===== src/hdl/mpt_cfg.svh =====
/*
  Register offsets, field positions and reset values of the match based PWM timer.
  Assumes byte addresses on an 8-bit register window, one 32-bit word per register.
*/
`ifndef MPT_CFG_SVH
`define MPT_CFG_SVH
// ==========================================================================
// Register offsets
`define MPT_CTRL_OFS  8'h00
`define MPT_STAT_OFS  8'h04
`define MPT_MASK_OFS  8'h08
`define MPT_COUNT_OFS 8'h0C
`define MPT_PRESC_OFS 8'h10
`define MPT_PCNT_OFS  8'h14
`define MPT_MCTL_OFS  8'h18
`define MPT_CCTL_OFS  8'h1C
`define MPT_PWMC_OFS  8'h20
`define MPT_REL_OFS   8'h24
`define MPT_MATCH_OFS 8'h40
`define MPT_CAPT_OFS  8'h60
// ==========================================================================
// Field positions
`define MPT_CTRL_EN   0
`define MPT_CTRL_CLR  1
`define MPT_CTRL_PWM  2
`define MPT_MC_IRQ    0
`define MPT_MC_RST    1
`define MPT_MC_STOP   2
`define MPT_CC_RISE   0
`define MPT_CC_FALL   1
`define MPT_CC_IRQ    2
`define MPT_ST_CAP    8
`define MPT_PWMC_EN   8
// ==========================================================================
// Reset values
`define MPT_RST_WORD  32'h0000_0000
`endif


===== src/hdl/mpt_pkg.sv =====
/*
  Types and shared helpers of the match based PWM timer.
  Assumes nothing beyond a SystemVerilog compiler.
*/
package mpt_pkg;
  // A register word.
  typedef logic [31:0] mpt_word_t;

  // Merges a write into a register word under its byte strobes.
  function automatic mpt_word_t mpt_merge(input mpt_word_t old_v, input mpt_word_t new_v,
                                          input logic [3:0] strb);
    mpt_word_t res;
    res = old_v;
    for (int b = 0; b < 4; b++)
    begin
      if (strb[b])
      begin
        res[8*b +: 8] = new_v[8*b +: 8];
      end
    end
    return res;
  endfunction : mpt_merge
endpackage : mpt_pkg


===== src/hdl/mpt_reg_if.sv =====
/*
  Carrier between the bus slave and the register file of the PWM timer.
  Assumes one clock; strobes last one cycle.
*/
`timescale 1ns/1ps
interface mpt_reg_if;
  logic        wr_en;   // One-cycle write strobe.
  logic [7:0]  wr_addr; // Write byte address.
  logic [31:0] wr_data; // Write data.
  logic [3:0]  wr_strb; // Write byte strobes.
  logic        wr_hit;  // Write address is mapped.
  logic        rd_en;   // One-cycle read strobe.
  logic [7:0]  rd_addr; // Read byte address.
  logic [31:0] rd_data; // Read data, valid with rd_en.
  logic        rd_hit;  // Read address is mapped.
  modport bus  (output wr_en, wr_addr, wr_data, wr_strb, rd_en, rd_addr,
                input wr_hit, rd_data, rd_hit);
  modport regs (input wr_en, wr_addr, wr_data, wr_strb, rd_en, rd_addr,
                output wr_hit, rd_data, rd_hit);
endinterface : mpt_reg_if


===== src/hdl/mpt_top.sv =====
/*
  Match based PWM timer: prescaled 32-bit counter, seven match registers,
  six PWM outputs, four capture inputs, interrupt status and mask.
  Assumes an AXI4-Lite master on clk_sys and asynchronous capture pins.
*/
`timescale 1ns/1ps
`include "mpt_cfg.svh"
module mpt_top
  import mpt_pkg::*;
#(
  parameter int NM = 7, // Match registers.
  parameter int NC = 4  // Capture inputs.
) (
  // Clock and reset.
  input  wire logic          clk_sys,
  input  wire logic          reset,
  // AXI4-Lite write channels.
  input  wire logic          awvalid,
  output      logic          awready,
  input  wire logic [7:0]    awaddr,
  input  wire logic [2:0]    awprot,
  input  wire logic          wvalid,
  output      logic          wready,
  input  wire logic [31:0]   wdata,
  input  wire logic [3:0]    wstrb,
  output      logic          bvalid,
  input  wire logic          bready,
  output      logic [1:0]    bresp,
  // AXI4-Lite read channels.
  input  wire logic          arvalid,
  output      logic          arready,
  input  wire logic [7:0]    araddr,
  input  wire logic [2:0]    arprot,
  output      logic          rvalid,
  input  wire logic          rready,
  output      logic [31:0]   rdata,
  output      logic [1:0]    rresp,
  // Timer pins.
  input  wire logic [NC-1:0] cap_in,
  output      logic [NM-2:0] pwm_out,
  // Interrupt.
  output      logic          irq
);
  // ==========================================================================
  // Storage
  mpt_reg_if   rb ();
  logic [2:0]       ctrl_q;             // Enable, hold-clear, PWM mode.
  logic [11:0]      stat_q;             // Pending flags.
  logic [11:0]      mask_q;             // Interrupt mask.
  mpt_word_t        tc_q;               // Timer counter.
  mpt_word_t        pr_q;               // Prescale limit.
  mpt_word_t        pc_q;               // Prescale counter.
  logic [3*NM-1:0]  mctl_q;             // Match actions.
  logic [3*NC-1:0]  cctl_q;             // Capture controls.
  logic [14:0]      pwmc_q;             // Double-edge selects and output enables.
  logic [NM-1:0]    rel_q;              // Released match values waiting.
  mpt_word_t        mshd_q [NM];        // Match values as written.
  mpt_word_t        mact_q [NM];        // Match values in use.
  mpt_word_t        cap_q  [NC];        // Captured counts.
  logic [NM-2:0]    pwm_q;              // PWM output levels.
  logic [NC-1:0]    cap_rise;
  logic [NC-1:0]    cap_fall;

  // ==========================================================================
  // Bus and capture front ends
  mpt_axil_slave u_bus (
    .clk_sys (clk_sys), .reset (reset),
    .awvalid (awvalid), .awready (awready), .awaddr (awaddr),
    .wvalid  (wvalid),  .wready  (wready),  .wdata  (wdata), .wstrb (wstrb),
    .bvalid  (bvalid),  .bready  (bready),  .bresp  (bresp),
    .arvalid (arvalid), .arready (arready), .araddr (araddr),
    .rvalid  (rvalid),  .rready  (rready),  .rdata  (rdata), .rresp (rresp),
    .rb      (rb)
  );

  mpt_capture_sync #(.N(NC)) u_cap (
    .clk_sys (clk_sys), .reset (reset), .pins (cap_in),
    .rise    (cap_rise), .fall (cap_fall)
  );

  // ==========================================================================
  // Address decode
  wire [7:0] wa       = rb.wr_addr;
  wire [2:0] w_idx    = wa[4:2];
  wire [2:0] r_idx    = rb.rd_addr[4:2];
  wire       wr_ctrl  = rb.wr_en && wa == `MPT_CTRL_OFS;
  wire       wr_stat  = rb.wr_en && wa == `MPT_STAT_OFS;
  wire       wr_mask  = rb.wr_en && wa == `MPT_MASK_OFS;
  wire       wr_presc = rb.wr_en && wa == `MPT_PRESC_OFS;
  wire       wr_mctl  = rb.wr_en && wa == `MPT_MCTL_OFS;
  wire       wr_cctl  = rb.wr_en && wa == `MPT_CCTL_OFS;
  wire       wr_pwmc  = rb.wr_en && wa == `MPT_PWMC_OFS;
  wire       wr_rel   = rb.wr_en && wa == `MPT_REL_OFS;
  wire       wr_match = rb.wr_en && wa[7:5] == `MPT_MATCH_OFS >> 5 && int'(w_idx) < NM;
  wire       r_match  = rb.rd_addr[7:5] == `MPT_MATCH_OFS >> 5 && int'(r_idx) < NM;
  wire       r_capt   = rb.rd_addr[7:5] == `MPT_CAPT_OFS >> 5 && int'(r_idx) < NC;
  wire       wr_count = rb.wr_en && wa == `MPT_COUNT_OFS;
  wire       wr_pcnt  = rb.wr_en && wa == `MPT_PCNT_OFS;
  wire       wr_capt  = rb.wr_en && wa[7:5] == `MPT_CAPT_OFS >> 5 && int'(w_idx) < NC;
  // Count, prescale count and captures are read only; a write there is accepted and dropped.
  assign rb.wr_hit = wr_ctrl | wr_stat | wr_mask | wr_presc | wr_mctl | wr_cctl | wr_pwmc
                   | wr_rel | wr_match | wr_count | wr_pcnt | wr_capt;
  wire [31:0] wval  = rb.wr_data;

  // Read data selection; unmapped addresses read zero and answer an error.
  always_comb
  begin
    rb.rd_hit  = 1'b1;
    rb.rd_data = `MPT_RST_WORD;
    if (rb.rd_addr == `MPT_CTRL_OFS)       rb.rd_data = 32'(ctrl_q);
    else if (rb.rd_addr == `MPT_STAT_OFS)  rb.rd_data = 32'(stat_q);
    else if (rb.rd_addr == `MPT_MASK_OFS)  rb.rd_data = 32'(mask_q);
    else if (rb.rd_addr == `MPT_COUNT_OFS) rb.rd_data = tc_q;
    else if (rb.rd_addr == `MPT_PRESC_OFS) rb.rd_data = pr_q;
    else if (rb.rd_addr == `MPT_PCNT_OFS)  rb.rd_data = pc_q;
    else if (rb.rd_addr == `MPT_MCTL_OFS)  rb.rd_data = 32'(mctl_q);
    else if (rb.rd_addr == `MPT_CCTL_OFS)  rb.rd_data = 32'(cctl_q);
    else if (rb.rd_addr == `MPT_PWMC_OFS)  rb.rd_data = 32'(pwmc_q);
    else if (rb.rd_addr == `MPT_REL_OFS)   rb.rd_data = 32'(rel_q);
    else if (r_match)                      rb.rd_data = mshd_q[r_idx];
    else if (r_capt)                       rb.rd_data = cap_q[r_idx[1:0]];
    else                                   rb.rd_hit  = 1'b0;
  end

  // ==========================================================================
  // Counting and match events
  wire            pwm_mode = ctrl_q[`MPT_CTRL_PWM];
  wire            clr      = ctrl_q[`MPT_CTRL_CLR];
  wire            tick     = ctrl_q[`MPT_CTRL_EN] && !clr && pc_q == pr_q;
  logic [NM-1:0]  hit;                  // Counter equals a match value on a tick.
  logic [NM-1:0]  hit_rst;
  logic [NM-1:0]  hit_stop;
  logic [NM-1:0]  hit_irq;
  logic [NC-1:0]  cap_ev;
  logic [NC-1:0]  cap_irq;

  // Each match compares against its value in use, any count allowed.
  for (genvar i = 0; i < NM; i++)
  begin : g_match
    assign hit[i]      = tick && tc_q == mact_q[i];
    assign hit_rst[i]  = hit[i] && mctl_q[3*i + `MPT_MC_RST];
    assign hit_stop[i] = hit[i] && mctl_q[3*i + `MPT_MC_STOP];
    assign hit_irq[i]  = hit[i] && mctl_q[3*i + `MPT_MC_IRQ];
  end

  // Capture events follow the selected edges, plain timer or PWM mode alike.
  for (genvar c = 0; c < NC; c++)
  begin : g_capt
    assign cap_ev[c]  = (cap_rise[c] && cctl_q[3*c + `MPT_CC_RISE])
                      || (cap_fall[c] && cctl_q[3*c + `MPT_CC_FALL]);
    assign cap_irq[c] = cap_ev[c] && cctl_q[3*c + `MPT_CC_IRQ];
  end

  wire period_hit = pwm_mode && hit[0];
  wire cnt_zero   = |hit_rst || period_hit;
  wire stop_hit   = |hit_stop;
  wire [11:0] ev  = {cap_irq, 1'b0, hit_irq};

  // Prescaler restarts at each tick so the counter advances once per pr_q+1 cycles.
  always_ff @(posedge clk_sys)
  begin
    if (reset)
    begin
      pc_q <= `MPT_RST_WORD;
      tc_q <= `MPT_RST_WORD;
    end
    else if (clr || !ctrl_q[`MPT_CTRL_EN] || tick)
    begin
      pc_q <= `MPT_RST_WORD;
      if (clr)
        tc_q <= `MPT_RST_WORD;
      else if (tick)
        tc_q <= cnt_zero ? `MPT_RST_WORD : tc_q + 32'h0000_0001;
    end
    else
    begin
      pc_q <= pc_q + 32'h0000_0001;
    end
  end

  // Control registers; a stop match clears the enable bit.
  always_ff @(posedge clk_sys)
  begin
    if (reset)
    begin
      ctrl_q <= 3'h0;
      mask_q <= 12'h000;
      pr_q   <= `MPT_RST_WORD;
      mctl_q <= '0;
      cctl_q <= '0;
      pwmc_q <= 15'h0000;
    end
    else
    begin
      if (wr_ctrl)  ctrl_q <= 3'(mpt_merge(32'(ctrl_q), wval, rb.wr_strb));
      if (stop_hit) ctrl_q[`MPT_CTRL_EN] <= 1'b0;
      if (wr_mask)  mask_q <= 12'(mpt_merge(32'(mask_q), wval, rb.wr_strb));
      if (wr_presc) pr_q   <= mpt_merge(pr_q, wval, rb.wr_strb);
      if (wr_mctl)  mctl_q <= (3*NM)'(mpt_merge(32'(mctl_q), wval, rb.wr_strb));
      if (wr_cctl)  cctl_q <= (3*NC)'(mpt_merge(32'(cctl_q), wval, rb.wr_strb));
      if (wr_pwmc)  pwmc_q <= 15'(mpt_merge(32'(pwmc_q), wval, rb.wr_strb));
    end
  end

  // ==========================================================================
  // Match values: written to the shadow, in use at once in timer mode, moved in use at the period boundary in PWM mode once released
  wire            wr_rel_lo = wr_rel && rb.wr_strb[0];
  wire [NM-1:0]   apply     = period_hit ? rel_q : '0;

  // Release bits are set by software and cleared once applied; a new set wins.
  always_ff @(posedge clk_sys)
  begin
    if (reset)
      rel_q <= '0;
    else
      rel_q <= (rel_q & ~apply) | (wr_rel_lo ? wval[NM-1:0] : '0);
  end

  // In timer mode writes act at once; in PWM mode only released values move over.
  always_ff @(posedge clk_sys)
  begin
    if (reset)
    begin
      for (int i = 0; i < NM; i++)
      begin
        mshd_q[i] <= `MPT_RST_WORD;
        mact_q[i] <= `MPT_RST_WORD;
      end
    end
    else
    begin
      for (int i = 0; i < NM; i++)
      begin
        if (apply[i])
          mact_q[i] <= mshd_q[i];
        else if (wr_match && int'(w_idx) == i && !pwm_mode)
          mact_q[i] <= mpt_merge(mshd_q[i], wval, rb.wr_strb);
      end
      if (wr_match)
        mshd_q[w_idx] <= mpt_merge(mshd_q[w_idx], wval, rb.wr_strb);
    end
  end

  // ==========================================================================
  // Captures and pending flags
  always_ff @(posedge clk_sys)
  begin
    if (reset)
    begin
      for (int c = 0; c < NC; c++)
        cap_q[c] <= `MPT_RST_WORD;
      stat_q <= 12'h000;
    end
    else
    begin
      for (int c = 0; c < NC; c++)
        if (cap_ev[c]) cap_q[c] <= tc_q;
      // A flag raised in the cycle it is cleared stays set.
      stat_q <= (stat_q & ~(wr_stat ? 12'(mpt_merge('0, wval, rb.wr_strb)) : 12'h000))
              | ev;
    end
  end

  assign irq = |(stat_q & mask_q);

  // ==========================================================================
  // PWM outputs: output n rises on match n when double-edged, else on the period
  for (genvar n = 0; n < NM - 1; n++)
  begin : g_pwm
    wire dbl  = pwmc_q[n + 1];
    wire set  = dbl ? hit[n] : hit[0];
    wire fall = hit[n + 1];
    wire on   = pwm_mode && pwmc_q[`MPT_PWMC_EN + n + 1];
    always_ff @(posedge clk_sys)
    begin
      if (reset)
        pwm_q[n] <= 1'b0;
      else
        pwm_q[n] <= on && ((pwm_q[n] || set) && !fall);
    end
  end

  assign pwm_out = pwm_q;

  // ==========================================================================
  // Checks
  count_step_a: assert property (@(posedge clk_sys) disable iff (reset)
    tick && !cnt_zero |=> tc_q == $past(tc_q) + 32'h0000_0001)
    else $error("Counter did not advance by one on a tick.");
  count_hold_a: assert property (@(posedge clk_sys) disable iff (reset)
    !tick && !clr |=> $stable(tc_q))
    else $error("Counter moved without a tick.");
  match_reset_a: assert property (@(posedge clk_sys) disable iff (reset)
    |hit_rst |=> tc_q == `MPT_RST_WORD)
    else $error("Reset-on-match did not zero the counter.");
  match_stop_a: assert property (@(posedge clk_sys) disable iff (reset)
    stop_hit |=> !ctrl_q[`MPT_CTRL_EN] ##1 $stable(tc_q))
    else $error("Stop-on-match did not halt the counter.");
  period_reset_a: assert property (@(posedge clk_sys) disable iff (reset)
    period_hit |=> tc_q == `MPT_RST_WORD)
    else $error("Period match did not restart the cycle.");
  single_rise_a: assert property (@(posedge clk_sys) disable iff (reset)
    pwm_mode && pwmc_q[`MPT_PWMC_EN + 1] && !pwmc_q[1] && hit[0] && !hit[1] |=> pwm_q[0])
    else $error("Single-edge output did not rise at the period match.");
  edge_fall_a: assert property (@(posedge clk_sys) disable iff (reset)
    hit[2] |=> !pwm_q[1])
    else $error("Output did not fall at its match.");
  release_hold_a: assert property (@(posedge clk_sys) disable iff (reset)
    pwm_mode && !period_hit |=> $stable(mact_q[1]))
    else $error("Match value in use changed away from the period boundary.");
  capture_latch_a: assert property (@(posedge clk_sys) disable iff (reset)
    cap_ev[0] |=> cap_q[0] == $past(tc_q))
    else $error("Capture did not latch the counter.");
  flag_set_a: assert property (@(posedge clk_sys) disable iff (reset)
    hit_irq[0] |=> stat_q[0] ##0 (irq == mask_q[0] || irq))
    else $error("Match event did not set its pending flag.");
endmodule : mpt_top


===== src/hdl/mpt_axil_slave.sv =====
/*
  AXI4-Lite slave that turns bus transfers into one-cycle register strobes.
  Assumes the register file answers hit and read data combinationally.
*/
`timescale 1ns/1ps
module mpt_axil_slave
  import mpt_pkg::*;
(
  // Clock and reset.
  input  wire logic        clk_sys,
  input  wire logic        reset,
  // Write channels.
  input  wire logic        awvalid,
  output      logic        awready,
  input  wire logic [7:0]  awaddr,
  input  wire logic        wvalid,
  output      logic        wready,
  input  wire logic [31:0] wdata,
  input  wire logic [3:0]  wstrb,
  output      logic        bvalid,
  input  wire logic        bready,
  output      logic [1:0]  bresp,
  // Read channels.
  input  wire logic        arvalid,
  output      logic        arready,
  input  wire logic [7:0]  araddr,
  output      logic        rvalid,
  input  wire logic        rready,
  output      logic [31:0] rdata,
  output      logic [1:0]  rresp,
  // Register side.
  mpt_reg_if.bus           rb
);
  logic        aw_full_q; // Write address held.
  logic        w_full_q;  // Write data held.
  logic [7:0]  aw_q;
  logic [31:0] wd_q;
  logic [3:0]  ws_q;
  wire         aw_take = awvalid && awready;
  wire         w_take  = wvalid && wready;
  wire         ar_take = arvalid && arready;

  // Address and data are taken in either order; the strobe fires once both are held.
  assign awready    = !aw_full_q && !bvalid;
  assign wready     = !w_full_q && !bvalid;
  assign arready    = !rvalid;
  assign rb.wr_en   = aw_full_q && w_full_q && !bvalid;
  assign rb.wr_addr = aw_q;
  assign rb.wr_data = wd_q;
  assign rb.wr_strb = ws_q;
  assign rb.rd_en   = ar_take;
  assign rb.rd_addr = araddr;

  // Write path: hold address and data, then answer with a response.
  always_ff @(posedge clk_sys)
  begin
    if (reset)
    begin
      aw_full_q <= 1'b0;
      w_full_q  <= 1'b0;
      aw_q      <= 8'h00;
      wd_q      <= 32'h0000_0000;
      ws_q      <= 4'h0;
      bvalid    <= 1'b0;
      bresp     <= 2'h0;
    end
    else
    begin
      if (aw_take)
      begin
        aw_full_q <= 1'b1;
        aw_q      <= awaddr;
      end
      if (w_take)
      begin
        w_full_q <= 1'b1;
        wd_q     <= wdata;
        ws_q     <= wstrb;
      end
      if (rb.wr_en)
      begin
        aw_full_q <= 1'b0;
        w_full_q  <= 1'b0;
        bvalid    <= 1'b1;
        bresp     <= rb.wr_hit ? 2'h0 : 2'h2;
      end
      else if (bvalid && bready)
      begin
        bvalid <= 1'b0;
      end
    end
  end

  // Read path: data are captured with the address and held until taken.
  always_ff @(posedge clk_sys)
  begin
    if (reset)
    begin
      rvalid <= 1'b0;
      rdata  <= 32'h0000_0000;
      rresp  <= 2'h0;
    end
    else if (ar_take)
    begin
      rvalid <= 1'b1;
      rdata  <= rb.rd_data;
      rresp  <= rb.rd_hit ? 2'h0 : 2'h2;
    end
    else if (rvalid && rready)
    begin
      rvalid <= 1'b0;
    end
  end
endmodule : mpt_axil_slave


===== src/hdl/mpt_capture_sync.sv =====
/*
  Synchronises the capture pins and reports their edges as one-cycle pulses.
  Assumes the pins are asynchronous to clk_sys.
*/
`timescale 1ns/1ps
module mpt_capture_sync #(
  parameter int N = 4
) (
  // Clock and reset.
  input  wire logic         clk_sys,
  input  wire logic         reset,
  // Pins and edge pulses.
  input  wire logic [N-1:0] pins,
  output      logic [N-1:0] rise,
  output      logic [N-1:0] fall
);
  logic [N-1:0] meta_q; // First stage, read only by sync_q.
  logic [N-1:0] sync_q; // Second stage.
  logic [N-1:0] last_q; // Previous synchronised level.

  // Two flip-flops, then a third to compare against.
  always_ff @(posedge clk_sys)
  begin
    if (reset)
    begin
      meta_q <= '0;
      sync_q <= '0;
      last_q <= '0;
    end
    else
    begin
      meta_q <= pins;
      sync_q <= meta_q;
      last_q <= sync_q;
    end
  end

  assign rise = sync_q & ~last_q;
  assign fall = ~sync_q & last_q;
endmodule : mpt_capture_sync


===== config.mk =====
export PLATFORM = sky130hd
export DESIGN_NAME = mpt_top
export DESIGN_NICKNAME = d
export VERILOG_FILES = /design/src/hdl/mpt_pkg.sv /design/src/hdl/mpt_reg_if.sv /design/src/hdl/mpt_top.sv /design/src/hdl/mpt_axil_slave.sv /design/src/hdl/mpt_capture_sync.sv
export VERILOG_INCLUDE_DIRS = /design/src /design/src/hdl
export SDC_FILE = /design/constraint.sdc
export NUM_CORES = 2
export LEC_CHECK = 0
export ABC_AREA = 0
export BUFFER_PORTS_ARGS = -buffer_cell sky130_fd_sc_hd__buf_2
export CORE_MARGIN = 2
export CORE_UTILIZATION = 45
export DETAILED_ROUTE_END_ITERATION = 8
export SLEW_MARGIN = 10
export SYNTH_ARGS = -nofsm -noshare
export SYNTH_HDL_FRONTEND = slang
export SYNTH_SLANG_ARGS = --single-unit

===== constraint.sdc =====
create_clock -name clk_sys -period 7.1 [get_ports clk_sys]
set_input_delay 0.71 -clock clk_sys [delete_from_list [all_inputs] [get_ports clk_sys]]
set_output_delay 0.71 -clock clk_sys [all_outputs]
set_load 0.05 [all_outputs]

==> results.txt <==
clk_lat worst skew = 680 ps
crit path cell chain = xor2_1 -> nor4_1 -> nand4_1 -> or2_1 -> nor2_8 -> a31oi_4 -> buf_4 -> nand2_1 -> buf_4
routed via count = 33500
reg2reg path depth = 9
WS Path Type = reg -> reg
Design Power = 11.4 mW
Reg area = 0.0235 mm^2
Residual DRC = 0
H-tree depth = 3
clock skew = 23.4 ps
Critical Path Start Type = flop
Net Sw Frac = 24.0%
first-pass GRT wire length = 222000 um
Worst-Margin Slew = 1220 ps
io pins = 117
Seq/Total Area, Yosys = 54.4%
max-slew violations = 0
Fmax = 0.229 GHz
number of global-route vias before repair = 31500
Distinct cells, synth = 95
Final Setup Violations = 0
Final ANT Viol Nets = 0
crit end category = flop
leak pwr = 17.9 nW
most frequent CP cell = buf_4
Post-CTS Resized = 0
number of I/O port buffers = 108
Clk network pwr share = 43.5%
Layout area overhead = 10.7%
hold slack final = 223 ps
R2R Setup Slk = 2730 ps
Sink Count = 886
post-CTS setup buffer count = 0
clk slew on worst S/H paths = 60 ps
effective utilization at floorplan = 45.4%
Multi-input gate area = 0.0180 mm^2
Placeable Area = 0.0950 mm^2
Seq cells post-synth = 886
GRT Util Overall = 31.3%
# rows = 113
synthesized netlist cell count = 4128
P_sw = 2.73 mW
Final Hold Vio Count = 0
nets = 4179
Hold Path Depth = 2
Via density = 6.14
Fill cells = 8674
Max-Cap Viols = 0
Slew HR = 18.5%
RSZ-0062 raised after global routing = no
Final Wtd Congestion = 1.01
WL per Instance = 28.7 um
Die Area = 0.0984 mm^2
worst path buffer plus inverter count = 2
Worst Hold End = u_bus.rvalid
Worst EP required = 7450 ps
dpl hpwl = 112000 um
min-delay src = rready
Gate power share = 5.7%
hold_buf cts = 0
ys flop type = edfxtp_1
post-synthesis cell area = 0.0432 mm^2
maximum fanout along the worst path = 33
YS warnings = 0
VDD IR max = 0.216 mV
Final Cycle Share = 61.5%
Post-Route WL = 157000 um
global route total overflow = 0
area leader, netlist = edfxtp_1
Pwr Density = 238 mW/mm^2
DR iter-0 viols = 4931
Final min period = 4370 ps
P_int = 8.63 mW
die height = 314 um
Fin Setup TNS = 0 ps
largest net degree at the start of global routing = 126
clock buffer depth = 3
outcome = complete, no violations
kind of cell adding the most delay to the critical path = simple AND/OR/NAND/NOR gates
share of cells above drive strength 1 = 12.6%
worst min path class = in -> reg
initial antenna violation count = 6
slowest stage delay, CP = 990 ps
ys async rst share = 0%
crit path DAT = 4710 ps
root buffer selected by CTS = clkbuf_16
largest cells by area after synthesis = edfxtp_1 40%, dfxtp_1 14%, nand2_1 6.2%
FF-to-FF Start = tc_q[29]
Post-synth EDFFs = 576
slowest stage cell, crit path = dfxtp_1
Die W = 314 um
share of the synthesized area in the top cell type = 40.1%
syn avg cell area = 10.5 um^2
reg-to-reg endpoint = mact_q[3][2]
Pre-antenna DRT Iters = 6
sequential share of power = 50.8%
CTS Buf Count = 94
CTS tree = built
==> Yosys cell counts (8+ instances only) <==
cell type and count:
xnor2_1 184, clkbuf_1 229, o31ai_2 8, nand4_1 64
nor2_1 312, nand3_1 177, inv_1 86, o21ai_0 84
a2bb2oi_1 11, a211oi_1 13, nor3_1 19, edfxtp_1 576
and3_1 213, nor2b_1 28, o31ai_1 31, o2111ai_1 20
buf_1 16, dfxtp_1 310, a222oi_1 10, nand2_2 10
a21oi_1 287, nand2_1 716, nand2b_1 11, a221oi_1 23
mux4_2 96, buf_2 80, a22oi_1 27, buf_4 24
a22o_1 41, and2_1 31, o22ai_1 24, mux2i_1 73
xor2_1 109, nor4_1 38
==> sequential cells by signal, summed over array words and instances, names as in the netlist, 12 cells and up <==
register,count
mact_q,224
pc_q,32
pr_q,32
u_bus.rdata,32
mctl_q,21
mask_q,12
u_bus.rb.wr_data,32
cctl_q,12
pwmc_q,15
tc_q,32
mshd_q,256
stat_q,12
cap_q,128
==> per-layer routing <==
layer | up-vias | track usage [%] | wire (um)
met5 | - | 0 | 40
met4 | 6 | 13.9 | 7800
met3 | 350 | 6.10 | 16600
met2 | 1929 | 48.3 | 70200
met1 | 16500 | 42.8 | 62000
li1 | 14700 | - | -
==> stage by stage <==
stage	setup slack [ps]	std cells	utilization (%)	cell area, um^2
finish	2730	5456	50.3	47800
global route	2700	5454	50.3	47800
CTS	2870	5454	50.3	47800
detailed placement	2890	5277	47.1	44700
global placement	2930	5277	47.1	44700
floorplan	3770	4161	-	43300
==> final cells by class <==
class / instances / area share [%]
repair buffers: 208 / 2.80
multi-input cells: 2831 / 37.6
well taps: 1265 / 3.31
clock inverters: 41 / 0.736
clock buffers: 136 / 5.64
flip-flops and latches: 886 / 49.2
diodes: 2 / 0.0105
inverters: 87 / 0.689
==> worst max-delay path by stage <==
stage / from / to / slack, ps / cells after the start
after detailed placement: tc_q[29] / mact_q[3][0] / 2890 / 9
after floorplan: reset / mact_q[0][0] / 3770 / 9
after CTS: tc_q[29] / mact_q[3][2] / 2870 / 9
after global placement: tc_q[29] / mact_q[3][0] / 2930 / 9
after global routing: tc_q[29] / mact_q[3][2] / 2700 / 9
final: tc_q[29] / mact_q[3][2] / 2730 / 9
==> cell usage in the layout, fill, tap and decap left out, types with 8 or more instances in the layout <==
master,instances
nand2_1,716
edfxtp_1,576
nor2_1,312
dfxtp_1,306
a21oi_1,287
and3_1,213
xnor2_1,184
nand3_1,177
xor2_1,109
buf_2,105
buf_4,99
clkbuf_16,98
mux4_2,96
inv_1,85
o21ai_0,80
mux2i_1,73
nand4_1,64
a22o_1,41
nor4_1,38
conb_1,34
and2_1,31
o31ai_1,31
nor2b_1,28
clkbuf_1,28
a22oi_1,27
o22ai_1,24
a221oi_1,23
o2111ai_1,20
clkinv_2,19
nor3_1,18
a211oi_1,13
a2bb2oi_1,11
clkbuf_8,11
nand2_2,10
a222oi_1,10
o31ai_2,8
clkinv_1,8
==> power groups by stage <==
stage          clock network (mW)  registers, mW  logic (mW)
2_1_floorplan                   0           5.79       0.413
3_3_place_gp                    0           5.87       0.636
3_5_place_dp                    0           5.87       0.640
4_1_cts                      4.96           5.76       0.642
5_1_grt                      5.15           5.78       0.684
6_report                     4.94           5.77       0.651
==> cell families after synthesis <==
logic type | after synthesis | share of synthesized area (%)
DFF | 886 | 54.4
adders and majority gates | 2 | 0.0579
muxes | 175 | 6.86
AOI/OAI and AO/OA | 654 | 9.98
xor gates and xnor gates | 294 | 5.98
other | 1 | 0.00869
and+or+nand+nor | 1672 | 18.3
buffers and inverters | 444 | 4.43
==> worst register-to-register path: stages (launching register included) <==
cell	delay [ps]
dfxtp_1	990
xor2_1	150
nor4_1	380
nand4_1	220
or2_1	450
nor2_8	380
a31oi_4	140
buf_4	280
nand2_1	650
buf_4	390
Power figures use the tool's default switching activity.
